**src/gpe_pkg.sv**
```systemverilog
/*
 * Shared constants for the port-eight and input-only port block:
 * register byte offsets, field positions, reset values and bus codes.
 * Assumes a 32-bit AXI4-Lite register bus with word-aligned registers.
 */
package gpe_pkg;

    // Register byte offsets
    localparam logic [11:0] OFF_DIR     = 12'h000;
    localparam logic [11:0] OFF_OUT     = 12'h004;
    localparam logic [11:0] OFF_LEVELS  = 12'h008;
    localparam logic [11:0] OFF_ANALOG  = 12'h00C;

    // Port-eight field layout
    localparam int          P8_LSB      = 5;
    localparam int          P8_PINS     = 3;
    localparam logic [4:0]  P8_RSVD_VAL = 5'h1F;

    // Reset values
    localparam logic [2:0]  DIR_RST     = 3'h0;
    localparam logic [2:0]  OUT_RST     = 3'h0;
    localparam logic [7:0]  ANALOG_RST  = 8'h00;

    // AXI response codes
    localparam logic [1:0]  RESP_OKAY   = 2'h0;
    localparam logic [1:0]  RESP_SLVERR = 2'h2;

endpackage

```
**src/gpe_pin_cell.sv**
```systemverilog
/*
 * One bidirectional port pin: drive enable, output value and read-back mux.
 * Assumes the pin level is already synchronous to the system clock.
 */
module gpe_pin_cell (
    // Control
    input  wire logic dir,
    input  wire logic out_val,
    // Pin
    input  wire logic pin_i,
    output logic      pin_o,
    output logic      pin_oe,
    // Read-back
    output logic      rd_val
);

    // Drive when output, read stored or pin level
    assign pin_oe = dir;
    assign pin_o  = out_val;
    assign rd_val = dir ? out_val : pin_i;

endmodule

```
**src/gpe_port.sv**
```systemverilog
/*
 * Three-pin bidirectional port eight and eight-pin input-only port,
 * with registers reached over AXI4-Lite.
 * Assumes pin inputs and the analog selection are synchronous to aclk.
 */
// Our own choices: the AXI4-Lite slave port and the register addresses.
module gpe_port #(
    parameter int IN_PINS = 8
) (
    // Clock and reset
    input  wire logic        aclk,
    input  wire logic        aresetn,
    // AXI4-Lite write address
    input  wire logic [11:0] s_axi_awaddr,
    input  wire logic        s_axi_awvalid,
    output logic             s_axi_awready,
    // AXI4-Lite write data
    input  wire logic [31:0] s_axi_wdata,
    input  wire logic [3:0]  s_axi_wstrb,
    input  wire logic        s_axi_wvalid,
    output logic             s_axi_wready,
    // AXI4-Lite write response
    output logic [1:0]       s_axi_bresp,
    output logic             s_axi_bvalid,
    input  wire logic        s_axi_bready,
    // AXI4-Lite read address
    input  wire logic [11:0] s_axi_araddr,
    input  wire logic        s_axi_arvalid,
    output logic             s_axi_arready,
    // AXI4-Lite read data
    output logic [31:0]      s_axi_rdata,
    output logic [1:0]       s_axi_rresp,
    output logic             s_axi_rvalid,
    input  wire logic        s_axi_rready,
    // Port-eight pins seven down to five
    input  wire logic [2:0]  port_eight_pin_i,
    output logic [2:0]       port_eight_pin_o,
    output logic [2:0]       port_eight_pin_oe,
    // Input-only port pins
    input  wire logic [7:0]  input_port_pins
);

    if (IN_PINS != 8) begin : g_chk
        $error("gpe_port: IN_PINS must be 8");
    end

    logic [2:0]  port_eight_direction_q;
    logic [2:0]  port_eight_output_data_q;
    logic [7:0]  analog_select_q;
    logic [2:0]  rd_p8;
    logic [7:0]  input_port_levels;
    logic [11:0] aw_q;
    logic        aw_have_q;
    logic [31:0] w_q;
    logic [3:0]  ws_q;
    logic        w_have_q;
    logic        wr_go;
    logic        wr_hit;
    logic        rd_hit;
    logic [31:0] rd_word;

    // Per-pin direction, drive and read-back
    for (genvar i = 0; i < gpe_pkg::P8_PINS; i++) begin : g_pin
        gpe_pin_cell u_cell (
            .dir     (port_eight_direction_q[i]),
            .out_val (port_eight_output_data_q[i]),
            .pin_i   (port_eight_pin_i[i]),
            .pin_o   (port_eight_pin_o[i]),
            .pin_oe  (port_eight_pin_oe[i]),
            .rd_val  (rd_p8[i])
        );
    end

    // Input-only pins: no drive exists, analog channels masked
    assign input_port_levels = input_port_pins & ~analog_select_q;

    // Address and data may arrive in either order
    assign s_axi_awready = !aw_have_q && !s_axi_bvalid;
    assign s_axi_wready  = !w_have_q && !s_axi_bvalid;
    assign wr_go         = aw_have_q && w_have_q;

    // Capture write address
    always_ff @(posedge aclk) begin
        if (!aresetn) begin
            aw_have_q <= 1'b0;
            aw_q      <= 12'h000;
        end else if (s_axi_awvalid && s_axi_awready) begin
            aw_have_q <= 1'b1;
            aw_q      <= s_axi_awaddr;
        end else if (wr_go) begin
            aw_have_q <= 1'b0;
        end
    end

    // Capture write data
    always_ff @(posedge aclk) begin
        if (!aresetn) begin
            w_have_q <= 1'b0;
            w_q      <= 32'h0000_0000;
            ws_q     <= 4'h0;
        end else if (s_axi_wvalid && s_axi_wready) begin
            w_have_q <= 1'b1;
            w_q      <= s_axi_wdata;
            ws_q     <= s_axi_wstrb;
        end else if (wr_go) begin
            w_have_q <= 1'b0;
        end
    end

    // Write decode
    always_comb begin
        wr_hit = (aw_q[11:2] == gpe_pkg::OFF_DIR[11:2])
              || (aw_q[11:2] == gpe_pkg::OFF_OUT[11:2])
              || (aw_q[11:2] == gpe_pkg::OFF_ANALOG[11:2]);
    end

    // Direction register, low byte lane only
    always_ff @(posedge aclk) begin
        if (!aresetn) begin
            port_eight_direction_q <= gpe_pkg::DIR_RST;
        end else if (wr_go && ws_q[0] && aw_q[11:2] == gpe_pkg::OFF_DIR[11:2]) begin
            port_eight_direction_q <= w_q[7:5];
        end
    end

    // Output data register
    always_ff @(posedge aclk) begin
        if (!aresetn) begin
            port_eight_output_data_q <= gpe_pkg::OUT_RST;
        end else if (wr_go && ws_q[0] && aw_q[11:2] == gpe_pkg::OFF_OUT[11:2]) begin
            port_eight_output_data_q <= w_q[7:5];
        end
    end

    // Analog channel selection register, low byte lane, written at OFF_ANALOG
    always_ff @(posedge aclk) begin
        if (!aresetn) begin
            analog_select_q <= gpe_pkg::ANALOG_RST;
        end else if (wr_go && ws_q[0] && aw_q[11:2] == gpe_pkg::OFF_ANALOG[11:2]) begin
            analog_select_q <= w_q[7:0];
        end
    end

    // Write response
    always_ff @(posedge aclk) begin
        if (!aresetn) begin
            s_axi_bvalid <= 1'b0;
            s_axi_bresp  <= gpe_pkg::RESP_OKAY;
        end else if (wr_go) begin
            s_axi_bvalid <= 1'b1;
            s_axi_bresp  <= wr_hit ? gpe_pkg::RESP_OKAY : gpe_pkg::RESP_SLVERR;
        end else if (s_axi_bready) begin
            s_axi_bvalid <= 1'b0;
        end
    end

    // Read mux
    always_comb begin
        rd_word = 32'h0000_0000;
        rd_hit  = 1'b1;
        case (s_axi_araddr[11:2])
            gpe_pkg::OFF_DIR[11:2]: begin
                rd_word[7:5] = port_eight_direction_q;
            end
            gpe_pkg::OFF_OUT[11:2]: begin
                rd_word[7:5] = rd_p8;
                rd_word[4:0] = gpe_pkg::P8_RSVD_VAL;
            end
            gpe_pkg::OFF_LEVELS[11:2]: begin
                rd_word[7:0] = input_port_levels;
            end
            gpe_pkg::OFF_ANALOG[11:2]: begin
                rd_word[7:0] = analog_select_q;
            end
            default: begin
                rd_hit = 1'b0;
            end
        endcase
    end

    assign s_axi_arready = !s_axi_rvalid;

    // Read response
    always_ff @(posedge aclk) begin
        if (!aresetn) begin
            s_axi_rvalid <= 1'b0;
            s_axi_rdata  <= 32'h0000_0000;
            s_axi_rresp  <= gpe_pkg::RESP_OKAY;
        end else if (s_axi_arvalid && s_axi_arready) begin
            s_axi_rvalid <= 1'b1;
            s_axi_rdata  <= rd_word;
            s_axi_rresp  <= rd_hit ? gpe_pkg::RESP_OKAY : gpe_pkg::RESP_SLVERR;
        end else if (s_axi_rready) begin
            s_axi_rvalid <= 1'b0;
        end
    end

endmodule

```
**config.mk**
```make
export PLATFORM = sky130hd
export DESIGN_NAME = gpe_port
export DESIGN_NICKNAME = d
export VERILOG_FILES = /design/src/gpe_pkg.sv /design/src/gpe_pin_cell.sv /design/src/gpe_port.sv
export SDC_FILE = /design/constraint.sdc
export NUM_CORES = 1
export LEC_CHECK = 0
export BUFFER_PORTS_ARGS = -buffer_cell sky130_fd_sc_hd__clkbuf_2
export CORE_MARGIN = 8
export CORE_UTILIZATION = 49
export CTS_CLUSTER_DIAMETER = 30
export CTS_CLUSTER_SIZE = 12
export DETAILED_ROUTE_END_ITERATION = 7
export PLACE_DENSITY = 0.86
export SETUP_SLACK_MARGIN = 0.15
export SYNTH_ARGS = -nofsm -noshare
export SYNTH_HDL_FRONTEND = slang
export SYNTH_SLANG_ARGS = --single-unit
export TNS_END_PERCENT = 100
```
**constraint.sdc**
```tcl
create_clock -name aclk -period 3.3 [get_ports aclk]
set_clock_uncertainty 0.1 [all_clocks]
set_input_delay 0.66 -clock aclk [delete_from_list [all_inputs] [get_ports aclk]]
set_output_delay 0.66 -clock aclk [all_outputs]
set_load 0.03 [all_outputs]
```
# ---- Word-level counts from Yosys, hierarchy flattened
# Index checks and enable logic that the tools add are counted.
dict set report op_classes {
  n_eq_ne 5
  n_mux 15
  bitwise_logic 2
  reduce_logical 23
}
# cell count
set ops {}
lappend ops {{$eq 10x2->1 const B} 3}
lappend ops {{$eq 10x1->1 const B} 2}
lappend ops {{$logic_not 10->1} 2}
lappend ops {{$pmux 5 s3} 1}
lappend ops {{$pmux 3 s4} 1}
lappend ops {{$mux 1} 11}
lappend ops {{$logic_and 1x1->1} 10}
lappend ops {{$and 8x8->8} 1}
lappend ops {{$not 8->8} 1}
lappend ops {{$reduce_bool 2->1} 4}
lappend ops {{$logic_not 1->1} 4}
lappend ops {{$mux 2} 2}
lappend ops {{$reduce_or 4->1} 1}
lappend ops {{$logic_or 1x1->1} 2}
dict set report word_totals {
  reg_bits 51
  in_bits 78
  output_inout_bits 47
  elab_cells 58
}

# ---- Logic depth before layout (Yosys ltp)
# Gate-level depths: netlist (run 1).
dict set report depth {
  ltp_word 4
  mapped_depth 5
  ltp_nobuf 3
}

# ---- Modules after synthesis
# Synthesis (run 1) repeated with hierarchy kept, for this count alone.
dict set report hier_totals {
  hier_cells 238
  area_unflattened_um2 2258.4
}
# mod n_inst cells_per_inst area_each_um2 seq_area_each_um2
set modules_own_cells {}
lappend modules_own_cells {gpe_port 1 229 2168.3 940.9}
lappend modules_own_cells {gpe_pin_cell 3 3 30.0 0.0}

# ---- Least setup slack after synthesis (run 1)
# OpenSTA, ideal clock, no wires.
dict set report synth_timing {
  path_kind {register to output}
  from {reg s_axi_bvalid}
  to {out s_axi_awready}
  arrival_time_ps 903
  required_time_ps 2540
  slack_ps 1637
  path_stages_with_launch 2
  n_path_buf 0
  path_cell_list {dfxtp_1 nor2_1}
}
dict set report synth_between {
  elab_chain_cells 2
}
# item line_no
set synth_rtl {}
lappend synth_rtl {{from (decl)} gpe_port.sv:24} ;# output logic s_axi_bvalid,
lappend synth_rtl {{from (signal assigned)} gpe_port.sv:147} ;# s_axi_bvalid <= 1'b0;
lappend synth_rtl {{from (signal assigned)} gpe_port.sv:150} ;# s_axi_bvalid <= 1'b1;
lappend synth_rtl {{from (signal assigned)} gpe_port.sv:153} ;# s_axi_bvalid <= 1'b0;
lappend synth_rtl {{$logic_not 1->1} gpe_port.sv:78} ;# assign s_axi_awready = !aw_have_q && !s_axi_bvalid;
lappend synth_rtl {{$logic_and 1x1->1} gpe_port.sv:78}
lappend synth_rtl {{to (decl)} gpe_port.sv:16} ;# output logic s_axi_awready,
# Every way passes these cells.

# ---- Final worst setup path (run 1)
dict set report layout_timing {
  from {reg s_axi_bvalid}
  to {out s_axi_wready}
}
dict set report layout_between {
  elab_chain_cells 2
}
# item line_no
set layout_rtl {}
lappend layout_rtl {{$logic_not 1->1} gpe_port.sv:79} ;# assign s_axi_wready = !w_have_q && !s_axi_bvalid;
lappend layout_rtl {{$logic_and 1x1->1} gpe_port.sv:79}
lappend layout_rtl {{to (decl)} gpe_port.sv:21} ;# output logic s_axi_wready,
# Every way passes these cells.

==> flow_metrics.py, run 1 <==
metrics = {
    "timing": {
        "fin_crit_sh_pct": 54.08,
        "rsz0062_at_grt": "no",
        "tns_ps": 0,
        "drv_slew": 0,
        "timing.fmax_ghz": 0.5604,
        "hold_ws_ps": 361.2,
        "setup_violations": 0,
        "period_needed_ps": 1784,
        "relSlewSlack_pct": 38.46,
        "worstMarginPinSlew_ps": 919.0,
        "finalHoldViolations": 0,
    },
    "cts": {
        "cts_tree": "built",
        "cts-resized-gates": 0,
        "cts.clk_slew.worst_paths_ps": 80,
        "cts_buffer_depth": 2,
        "cts_num_sinks": 47,
        "clock_latency_ps": 290,
        "cts-buffers-inserted": 5,
        "ctsHoldBuffers": 0,
        "postCtsSetupRepairBufs": 0,
        "cts-root-buf": "clkbuf_8",
        "htree_num_levels": 2,
    },
    "global_route": {
        "grt_pass1_vias": 1767,
        "grt_start_max_net_pins": 34,
        "overflow": 0,
        "grtUsageTotal_pct": 14.07,
        "grt_pass1_wl_mm": 8.362,
        "antenna_found_initial": 0,
    },
    "placed_design": {
        "placed_area_um2": 2621,
        "place.gp.congestion": 0.7313,
        "port-buffer-count": 67,
        "place_hpwl_mm": 3.997,
    },
    "drt": {
        "first_iter_violations": 144,
        "ant_nets": 0,
        "vias": 1801,
        "vias_per_cell": 4.828,
        "drc_errors": 0,
        "wl_mm": 5.106,
        "drtPass1Iterations": 4,
        "drt-wirelength-per-cell_um": 13.69,
    },
    "finish": {
        "final_common_cell": "clkbuf_2",
        "layout_common_cells": "67 x clkbuf_2, 47 x dfxtp_1, 33 x mux2i_1, 27 x nand2_1, 26 x conb_1",
        "drive_gt1_share_pct": 29.41,
        "areaGrowthSynthToFinish_pct": 13.35,
        "fin_area_um2": 2709,
        "nets": 384,
        "antennaDiodeCount": 0,
        "final_util_pct": 57.35,
    },
    "synth": {
        "netlist_instances": 250,
        "avgSynthCellArea_um2": 9.559,
        "synth_seq_cells": 47,
        "netlist_area_um2": 2390,
        "synth_cell_types": 32,
        "yosys_warnings": 0,
        "yosysSeqAreaShare_pct": 39.37,
    },
    "setup_path": {
        "ff2ff_setup_slack_ps": 1600,
        "path_delay_family": "flip-flops",
        "arrival_ps": 1020,
        "startpoint": "s_axi_bvalid",
        "crit_cells": 2,
        "slowest_stage": "dfxtp_1",
        "slowest_delay_ps": 460,
        "path_max_fanout": 6,
        "critPathCaptureType": "output pin",
        "crit_end": "s_axi_wready",
        "reg2reg_from": "s_axi_bvalid",
        "cp.buffers_inverters": 1,
        "worstPathRequired_ps": 2540,
        "reg2reg_to": "w_q[3]",
        "r2r_cells": 3,
        "path_cells": "nor2_1 > clkbuf_2",
        "critical_path_class": "flop to output pin",
        "start_kind": "flop",
    },
    "hold_path": {
        "hold_path_class": "flop to flop",
    },
    "floorplanning": {
        "io_pins": 125,
        "die_area_um2": 7368,
        "die-width_um": 85.84,
        "placementRows": 25,
        "die_h_um": 85.84,
        "core_area_um2": 4723,
        "start_util_pct": 50.60,
    },
    "power_and_ir_drop": {
        "p_per_area_nw_per_um2": 427.1,
        "p_leak_nw": 1.291,
        "ir_worst_vdd_mv": 0.2212,
    },
    "run_status": {
        "status": "finished, final reports clean",
    },
    "flow_run": {
        "cap_violations": 0,
    },
}
## flip-flops by register name, indices dropped and copies added, names as in the netlist
register and count:
aw_q 10, analog_select_q 8, s_axi_rdata 8, w_q 8, port_eight_direction_q 3, port_eight_output_data_q 3, aw_have_q 1, s_axi_bresp 1
s_axi_bvalid 1, s_axi_rresp 1, s_axi_rvalid 1, w_have_q 1, ws_q 1
## worst min-delay path: stages (launching register included)
cell and delay (ps):
dfxtp_1 320, nand2_1 50, mux2i_1 50
## metal layers
| layer | share of wire, % | GRT usage, % | routed length, µm |
|---|---|---|---|
| met5 | 0 | 0 | 0 |
| met4 | 1.5 | 5.892 | 78 |
| met3 | 11 | 6.399 | 566 |
| met2 | 44 | 21.93 | 2265 |
| met1 | 43 | 16.26 | 2196 |
## kinds of logic (layout without fill, tap and decap cells)
group | count (synthesis) | count (layout) | synth area share (%)
compound gates | 31 | 31 | 9.215
flops | 47 | 47 | 39.37
mux | 33 | 33 | 13.82
buf+inv | 46 | 77 | 12.77
other cells | 1 | 26 | 0.1569
simple gates | 92 | 92 | 24.66
## layout make-up
type                            instances  area (µm²)
Clock buffer                            6       82.58
Tap cell                               67       83.83
Fill cell                             434        2014
Sequential cell                        47       940.9
Inverter                                1       3.754
Timing Repair Buffer                   69       350.3
Multi-Input combinational cell        182        1242
Clock inverter                          1       5.005
## report_power, final
part	total [mW]	internal (mW)	switching [mW]
clock network	0.345	0.164	0.181
logic	0.202	0.0771	0.125
registers	0.610	0.589	0.0215
total	1.16	0.830	0.327
## per-stage QoR
stage          setup WS (ps)  power (mW)  std cells
2_1_floorplan           1637      0.7943        275
3_3_place_gp            1276      0.8186        366
3_5_place_dp            1270      0.8239        366
4_1_cts                 1511       1.168        373
5_1_grt                 1444       1.213        373
6_report                1516       1.157        373
## synthesized netlist by cell type, drive strengths merged
cell type  number  area (µm²)
a21bo           3       30.03
nor3b           2       20.02
and4bb          5       62.56
o311a           1       10.01
nor4bb          1       10.01
nor2b          23       143.9
a21boi          1       7.510
mux2i          33       330.3
conb            1       3.750
nand4           2       27.53
buf            40       282.8
nor4            4       55.05
a21o            3       22.52
nand2          27       101.4
nand3b          3       22.52
inv             1       3.750
nor2            5       18.77
o31ai           8       60.06
and4            2       17.52
nand2b          8       50.05
o21a            2       15.01
clkbuf          5       18.77
o211a           2       20.02
nand3           9       45.04
a21oi          11       55.05
dfxtp          47       940.9
nand4b          1       15.01
## worst min-delay path by stage
stage	startpoint	to	slack, ps	cells after the start
final	w_q[0]	analog_select_q[0]	360	2
after global routing	w_q[4]	analog_select_q[4]	380	2
after CTS	w_q[0]	analog_select_q[0]	370	2
after detailed placement	w_q[1]	analog_select_q[1]	350	2
after global placement	w_q[1]	analog_select_q[1]	350	2
after floorplan	w_q[0]	analog_select_q[0]	330	2
No activity file was read; power rests on OpenSTA's default activity.
==> inputs of run 2 (changes only) <==
Settings changed: CORE_UTILIZATION 49 to 41, PLACE_DENSITY 0.86 to 0.77.
Clock period 3.3 ns to 1.48 ns, I/O delays scaled along.
==> run 2 against run 1 <==
Net effect:
- combinational power increased to 2.8 times the previous value
- sequential power rose by 120%
- final area is 9.6% higher
- flip-flop and latch count unchanged
- count of clock-buffer cells in the layout unchanged
- die area increased by 16%
- worst setup slack worse by 1500 ps
- global-route usage decreased by 2.3 points
- sequential share of layout area decreased by 2.5 points
- register-to-register slack worse by 1600 ps
- critical path type is now flop to flop
- largest power group unchanged
==> flow_metrics.py, run 2 (synthesized netlist as in run 1, its figures left out) <==
metrics = {
    "hold_path": {
        "hold_path_end": "s_axi_rvalid",
        "hold_depth": 3,
        "hold_path_class": "input pin to flop",
        "min_from": "s_axi_rready",
    },
    "timing": {
        "rsz0062_at_grt": "yes",
        "drv_slew": 0,
        "hold_ws_ps": 150.4,
        "finalHoldViolations": 0,
        "period_needed_ps": 1446,
        "setup_violations": 0,
        "fin_crit_sh_pct": 97.67,
        "timing.fmax_ghz": 0.6918,
        "fin_ws_ps": 34.49,
    },
    "setup_path": {
        "reg2reg_from": "aw_q[7]",
        "ff2ff_setup_slack_ps": 30,
        "critPathCaptureType": "flop",
        "worstPathRequired_ps": 1560,
        "arrival_ps": 1530,
        "r2r_cells": 4,
        "start_kind": "flop",
        "critical_path_class": "flop to flop",
        "reg2reg_to": "analog_select_q[1]",
        "path_max_fanout": 8,
    },
    "placed_design": {
        "dpl.cell_count": 382,
        "placed_area_um2": 2708,
        "place_hpwl_mm": 4.121,
        "dpl_worst_slack_ps": 0.6204,
        "port-buffer-count": 67,
        "place.gp.congestion": 0.7545,
    },
    "global_route": {
        "grt_start_max_net_pins": 25,
        "grt_pass1_vias": 1778,
        "overflow": 0,
        "grtUsageTotal_pct": 11.75,
        "antenna_found_initial": 0,
        "grt_pass1_wl_mm": 8.204,
    },
    "power_and_ir_drop": {
        "p_int_mw": 2.064,
        "p_leak_nw": 1.403,
        "p_sw_mw": 0.7554,
        "ir_worst_vdd_mv": 0.5772,
        "swShare_pct": 26.80,
        "power_frac_seq_pct": 48.4,
        "p_comb_share_pct": 20.0,
        "pwr-share-clk_pct": 31.6,
        "p_per_area_nw_per_um2": 949.9,
    },
    "cts": {
        "cts_buffer_depth": 2,
        "ctsHoldBuffers": 0,
        "clock_latency_ps": 300,
        "htree_num_levels": 2,
        "cts.clk_slew.worst_paths_ps": 90,
        "cts-buffers-inserted": 5,
        "cts-root-buf": "clkbuf_8",
        "cts_num_sinks": 47,
        "cts_tree": "built",
    },
    "finish": {
        "layout_common_cells": "59 x clkbuf_2, 38 x dfxtp_1, 33 x mux2i_1, 26 x nand2_1, 26 x conb_1",
        "fillers": 554,
        "fin_area_um2": 2968,
        "antennaDiodeCount": 0,
        "final_common_cell": "clkbuf_2",
        "final_cells": 396,
        "regMostFlops": "aw_q",
        "drive_gt1_share_pct": 36.76,
        "largest_register_ffs": 10,
        "areaGrowthSynthToFinish_pct": 24.19,
        "final_util_pct": 51.34,
        "nets": 399,
    },
    "floorplanning": {
        "core_area_um2": 5781,
        "io_pins": 125,
        "die-width_um": 92.35,
        "die_h_um": 92.35,
        "die_area_um2": 8528,
        "start_util_pct": 41.34,
        "placementRows": 28,
    },
    "flow_run": {
        "cap_violations": 0,
    },
    "drt": {
        "first_iter_violations": 66,
        "drc_errors": 0,
        "ant_nets": 0,
        "drtPass1Iterations": 4,
        "vias": 1873,
        "drt-wirelength-per-cell_um": 13.66,
        "vias_per_cell": 4.730,
        "wl_mm": 5.411,
    },
    "run_status": {
        "status": "finished, final reports clean",
    },
}
run 2: cell types whose count changed in the layout (fill, tap and decap cells not counted), sizes merged:
cell,delta
buf,+19
clkinv,-1
clkbuf,-4
bufinv,+1
run 2: repair_timing:
item                       CTS  global route
gates resized for setup     14            33
setup endpoints to repair   19            38
pin swaps                    2             6
buffers inserted             0             5
cloned                       0             2
run 2: power by group through the flow:
stage                     clock network, mW  logic (mW)  registers (mW)
after global routing                  0.973       0.608            1.37
after global placement                    0       0.475            1.38
final                                 0.892       0.564            1.36
after floorplan                           0       0.381            1.39
after CTS                             0.927       0.499            1.36
after detailed placement                  0       0.480            1.39
run 2: how the worst max path moves through the flow:
stage          startpoint                   endpoint  slack, ps  cells past startpoint
2_1_floorplan     aw_q[9]  port_eight_direction_q[0]        110                      4
3_3_place_gp      aw_q[9]         analog_select_q[1]          8                      4
3_5_place_dp      aw_q[9]         analog_select_q[5]        0.6                      4
4_1_cts           aw_q[9]         analog_select_q[1]       -0.4                      4
5_1_grt           aw_q[7]         analog_select_q[1]        -50                      4
6_report          aw_q[7]         analog_select_q[1]         30                      4
run 2: critical path, stage by stage, from the launching register on:
cell and delay, ps:
dfxtp_2 340, nor4_4 310, buf_4 180, nand4_4 200, mux2i_1 180
run 2: area by class of cell:
cell class / instances / area [µm²] / area share (%)
well taps: 75 / 93.84 / 3.162
flip-flops and latches: 47 / 957.2 / 32.25
repair buffers: 84 / 533.0 / 17.96
clock inverters: 1 / 30.03 / 1.012
inverters: 1 / 3.754 / 0.1265
multi-input cells: 182 / 1277 / 43.04
clock buffers: 6 / 72.57 / 2.445
run 2: metal layers:
metal | track usage, % | wire [µm] | vias to the layer above
li1 | - | - | 947
met1 | 12.78 | 2247 | 872
met2 | 20.68 | 2725 | 50
met3 | 3.883 | 375 | 4
met4 | 4.430 | 63 | 0
met5 | 0 | 0 | -
run 2: stage by stage:
stage | setup TNS, ps | total power, mW
2_1_floorplan | 0 | 1.774
3_3_place_gp | 0 | 1.858
3_5_place_dp | 0 | 1.867
4_1_cts | -0.4488 | 2.786
5_1_grt | -305.1 | 2.952
6_report | 0 | 2.819
==> inputs of run 3 (changes only) <==
Settings changed: ABC_AREA set to 1, CORE_UTILIZATION 41 to 40, PLACE_DENSITY 0.77 to 0.76.
==> run 3 against run 2 <==
Net effect:
- non-clock buffer count decreased by 4
- worst setup slack got worse by 53 ps
- final area increased by 0.25%
- hold slack got worse by 29 ps
- utilization increased by 2.4 points
- count of clock-buffer cells in the layout decreased by 1
- synthesized cell count increased by 31%
- the flow now finishes with violations (setup timing)
- flip-flop and latch count unchanged
- sequential power about the same
- via count increased by 18%
- register-to-register slack got worse by 50 ps
==> flow_metrics.py, run 3 <==
metrics = {
    "run_status": {
        "status": "finished with violations",
        "failed_checks": "setup timing",
    },
    "setup_path": {
        "ff2ff_setup_slack_ps": -20,
        "reg2reg_to": "port_eight_output_data_q[1]",
        "r2r_cells": 7,
        "start_kind": "flop",
        "reg2reg_from": "aw_q[6]",
        "path_max_fanout": 4,
        "critical_path_class": "flop to flop",
        "critPathCaptureType": "flop",
        "worstPathRequired_ps": 1580,
        "arrival_ps": 1600,
    },
    "drt": {
        "drtPass1Iterations": 5,
        "wl_mm": 5.823,
        "first_iter_violations": 94,
        "vias": 2217,
        "ant_nets": 0,
        "vias_per_cell": 4.677,
        "drc_errors": 0,
        "drt-wirelength-per-cell_um": 12.28,
    },
    "synth": {
        "synth-edff-count": 0,
        "yosysTopAreaCell": "dfxtp_1",
        "netlist_area_um2": 2310,
        "synth_seq_cells": 47,
        "synth.most_common_cell": "nor2_1",
        "synth_flop_cell": "dfxtp_1",
        "yosys_warnings": 0,
        "synth_cell_types": 23,
        "synth_common_cells": "55 x nor2_1, 47 x dfxtp_1, 42 x nand2_1",
        "avgSynthCellArea_um2": 7.042,
        "yosysSeqAreaShare_pct": 40.74,
        "netlist_instances": 328,
        "synth.area.top_cells": "dfxtp_1 41%, buf_4 11%, nor2_1 8.9%",
        "async_flop_share_pct": 0,
        "yosysTopAreaCellShare_pct": 40.74,
    },
    "cts": {
        "ctsHoldBuffers": 0,
        "cts_buffer_depth": 2,
        "clock_latency_ps": 300,
        "cts.clk_slew.worst_paths_ps": 90,
        "cts_tree": "built",
        "cts-buffers-inserted": 5,
        "htree_num_levels": 2,
        "cts-root-buf": "clkbuf_8",
        "cts_num_sinks": 47,
    },
    "hold_path": {
        "min_from": "s_axi_wdata[4]",
        "hold_depth": 3,
        "hold_path_end": "w_q[4]",
        "hold_path_class": "input pin to flop",
    },
    "placed_design": {
        "port-buffer-count": 67,
        "dpl.cell_count": 463,
        "place.gp.congestion": 0.8802,
        "dpl_worst_slack_ps": -66.25,
        "place_hpwl_mm": 4.395,
        "placed_area_um2": 2660,
    },
    "global_route": {
        "grt_start_max_net_pins": 25,
        "antenna_found_initial": 0,
        "grt_pass1_vias": 2086,
        "grtUsageTotal_pct": 12.71,
        "overflow": 0,
        "grt_pass1_wl_mm": 8.907,
    },
    "finish": {
        "nets": 479,
        "layout_common_cells": "60 x clkbuf_2, 50 x nor2_1, 37 x dfxtp_1, 36 x nand2_1, 31 x a21oi_1",
        "final_cells": 474,
        "largest_register_ffs": 10,
        "areaGrowthSynthToFinish_pct": 28.82,
        "fin_area_um2": 2975,
        "antennaDiodeCount": 0,
        "final_common_cell": "clkbuf_2",
        "regMostFlops": "aw_q",
        "fillers": 573,
        "drive_gt1_share_pct": 34.83,
    },
    "timing": {
        "setup_violations": 8,
        "fin_ws_ps": -18.17,
        "finalHoldViolations": 0,
        "period_needed_ps": 1498,
        "drv_slew": 0,
        "relSlewSlack_pct": 66.56,
        "worstMarginPinSlew_ps": 501.0,
        "timing.fmax_ghz": 0.6675,
        "rsz0062_at_grt": "yes",
        "fin_crit_sh_pct": 101.2,
    },
    "floorplanning": {
        "placementRows": 27,
        "io_pins": 125,
        "die-width_um": 91.99,
        "die_area_um2": 8462,
        "start_util_pct": 41.69,
        "core_area_um2": 5540,
        "die_h_um": 91.99,
    },
    "power_and_ir_drop": {
        "ir_worst_vdd_mv": 0.5827,
        "p_per_area_nw_per_um2": 904.8,
        "p_leak_nw": 1.370,
    },
    "flow_run": {
        "cap_violations": 0,
    },
}
run 3: changes by cell type in the layout (fill, tap and decap cells not counted), moves of 15 or more:
cell / before / now
o21ai_0: 0 / 23
nor2_1: 3 / 50
a21oi_1: 11 / 31
nor2b_1: 22 / 0
mux2i_1: 33 / 0
inv_1: 1 / 29
o21ai_1: 0 / 15
run 3: timing repair:
action / in CTS / in global routing
pin swaps: 4 / 12
setup buffers: 1 / 0
cloned: 0 / 2
gates resized for setup: 26 / 46
setup endpoints to repair: 20 / 29
run 3: cells by family after synthesis:
group                  after synthesis  share of synthesized area [%]
and+or+nand+nor                    123                          22.97
AOI/OAI and AO/OA                   82                          18.47
buffers and inverters               75                          17.66
other                                1                         0.1624
DFF                                 47                          40.74
run 3: cell type report:
type	instances	area (µm²)	share of cell area (%)
multi-input cells	232	1220	41.00
flip-flops and latches	47	958.4	32.21
repair buffers	80	481.7	16.19
inverters	34	131.4	4.415
well taps	72	90.09	3.028
clock buffers	5	68.82	2.313
clock inverters	3	20.02	0.6728
repair inverters	1	5.005	0.1682
run 3: metal layers:
layer | part of all wire [%] | track usage [%] | vias to the layer above
met5 | 0 | 0 | -
met2 | 49 | 22.17 | 93
met1 | 40 | 12.78 | 972
met4 | 1.1 | 5.101 | 0
li1 | - | - | 1144
met3 | 11 | 6.031 | 8
run 3: worst max-delay path by stage:
stage | start | endpoint | slack, ps | cells after the start
final | aw_q[6] | port_eight_output_data_q[1] | -20 | 7
after global routing | aw_q[6] | port_eight_output_data_q[1] | -120 | 7
after CTS | aw_q[8] | port_eight_output_data_q[0] | 10 | 7
after detailed placement | s_axi_araddr[11] | s_axi_rdata[0] | -70 | 7
after global placement | s_axi_araddr[11] | s_axi_rdata[2] | -20 | 7
after floorplan | aw_q[7] | analog_select_q[6] | 150 | 7
run 3: power breakdown:
group / internal, mW / switching (mW)
clock: 0.329 / 0.442
combinational: 0.185 / 0.356
sequential: 1.33 / 0.0531
run 3: worst max-delay path: stages (launching register included):
cell and delay, ps:
dfxtp_2 330, nor2_2 120, nand2_2 90, nor3_4 280, buf_6 160, nand3_4 90
o21ai_2 180, a21oi_2 40
run 3: per-stage QoR:
stage          hold WS [ps]  util, %  total power [mW]  TNS [ps]
5_1_grt               137.5    53.70             2.824     -1105
6_report              121.5    53.70             2.692    -61.56
3_3_place_gp          338.4    48.01             1.831    -71.54
4_1_cts               126.4    51.29             2.664         0
3_5_place_dp          355.5    48.01             1.843    -279.4
2_1_floorplan         329.2        -             1.753         0
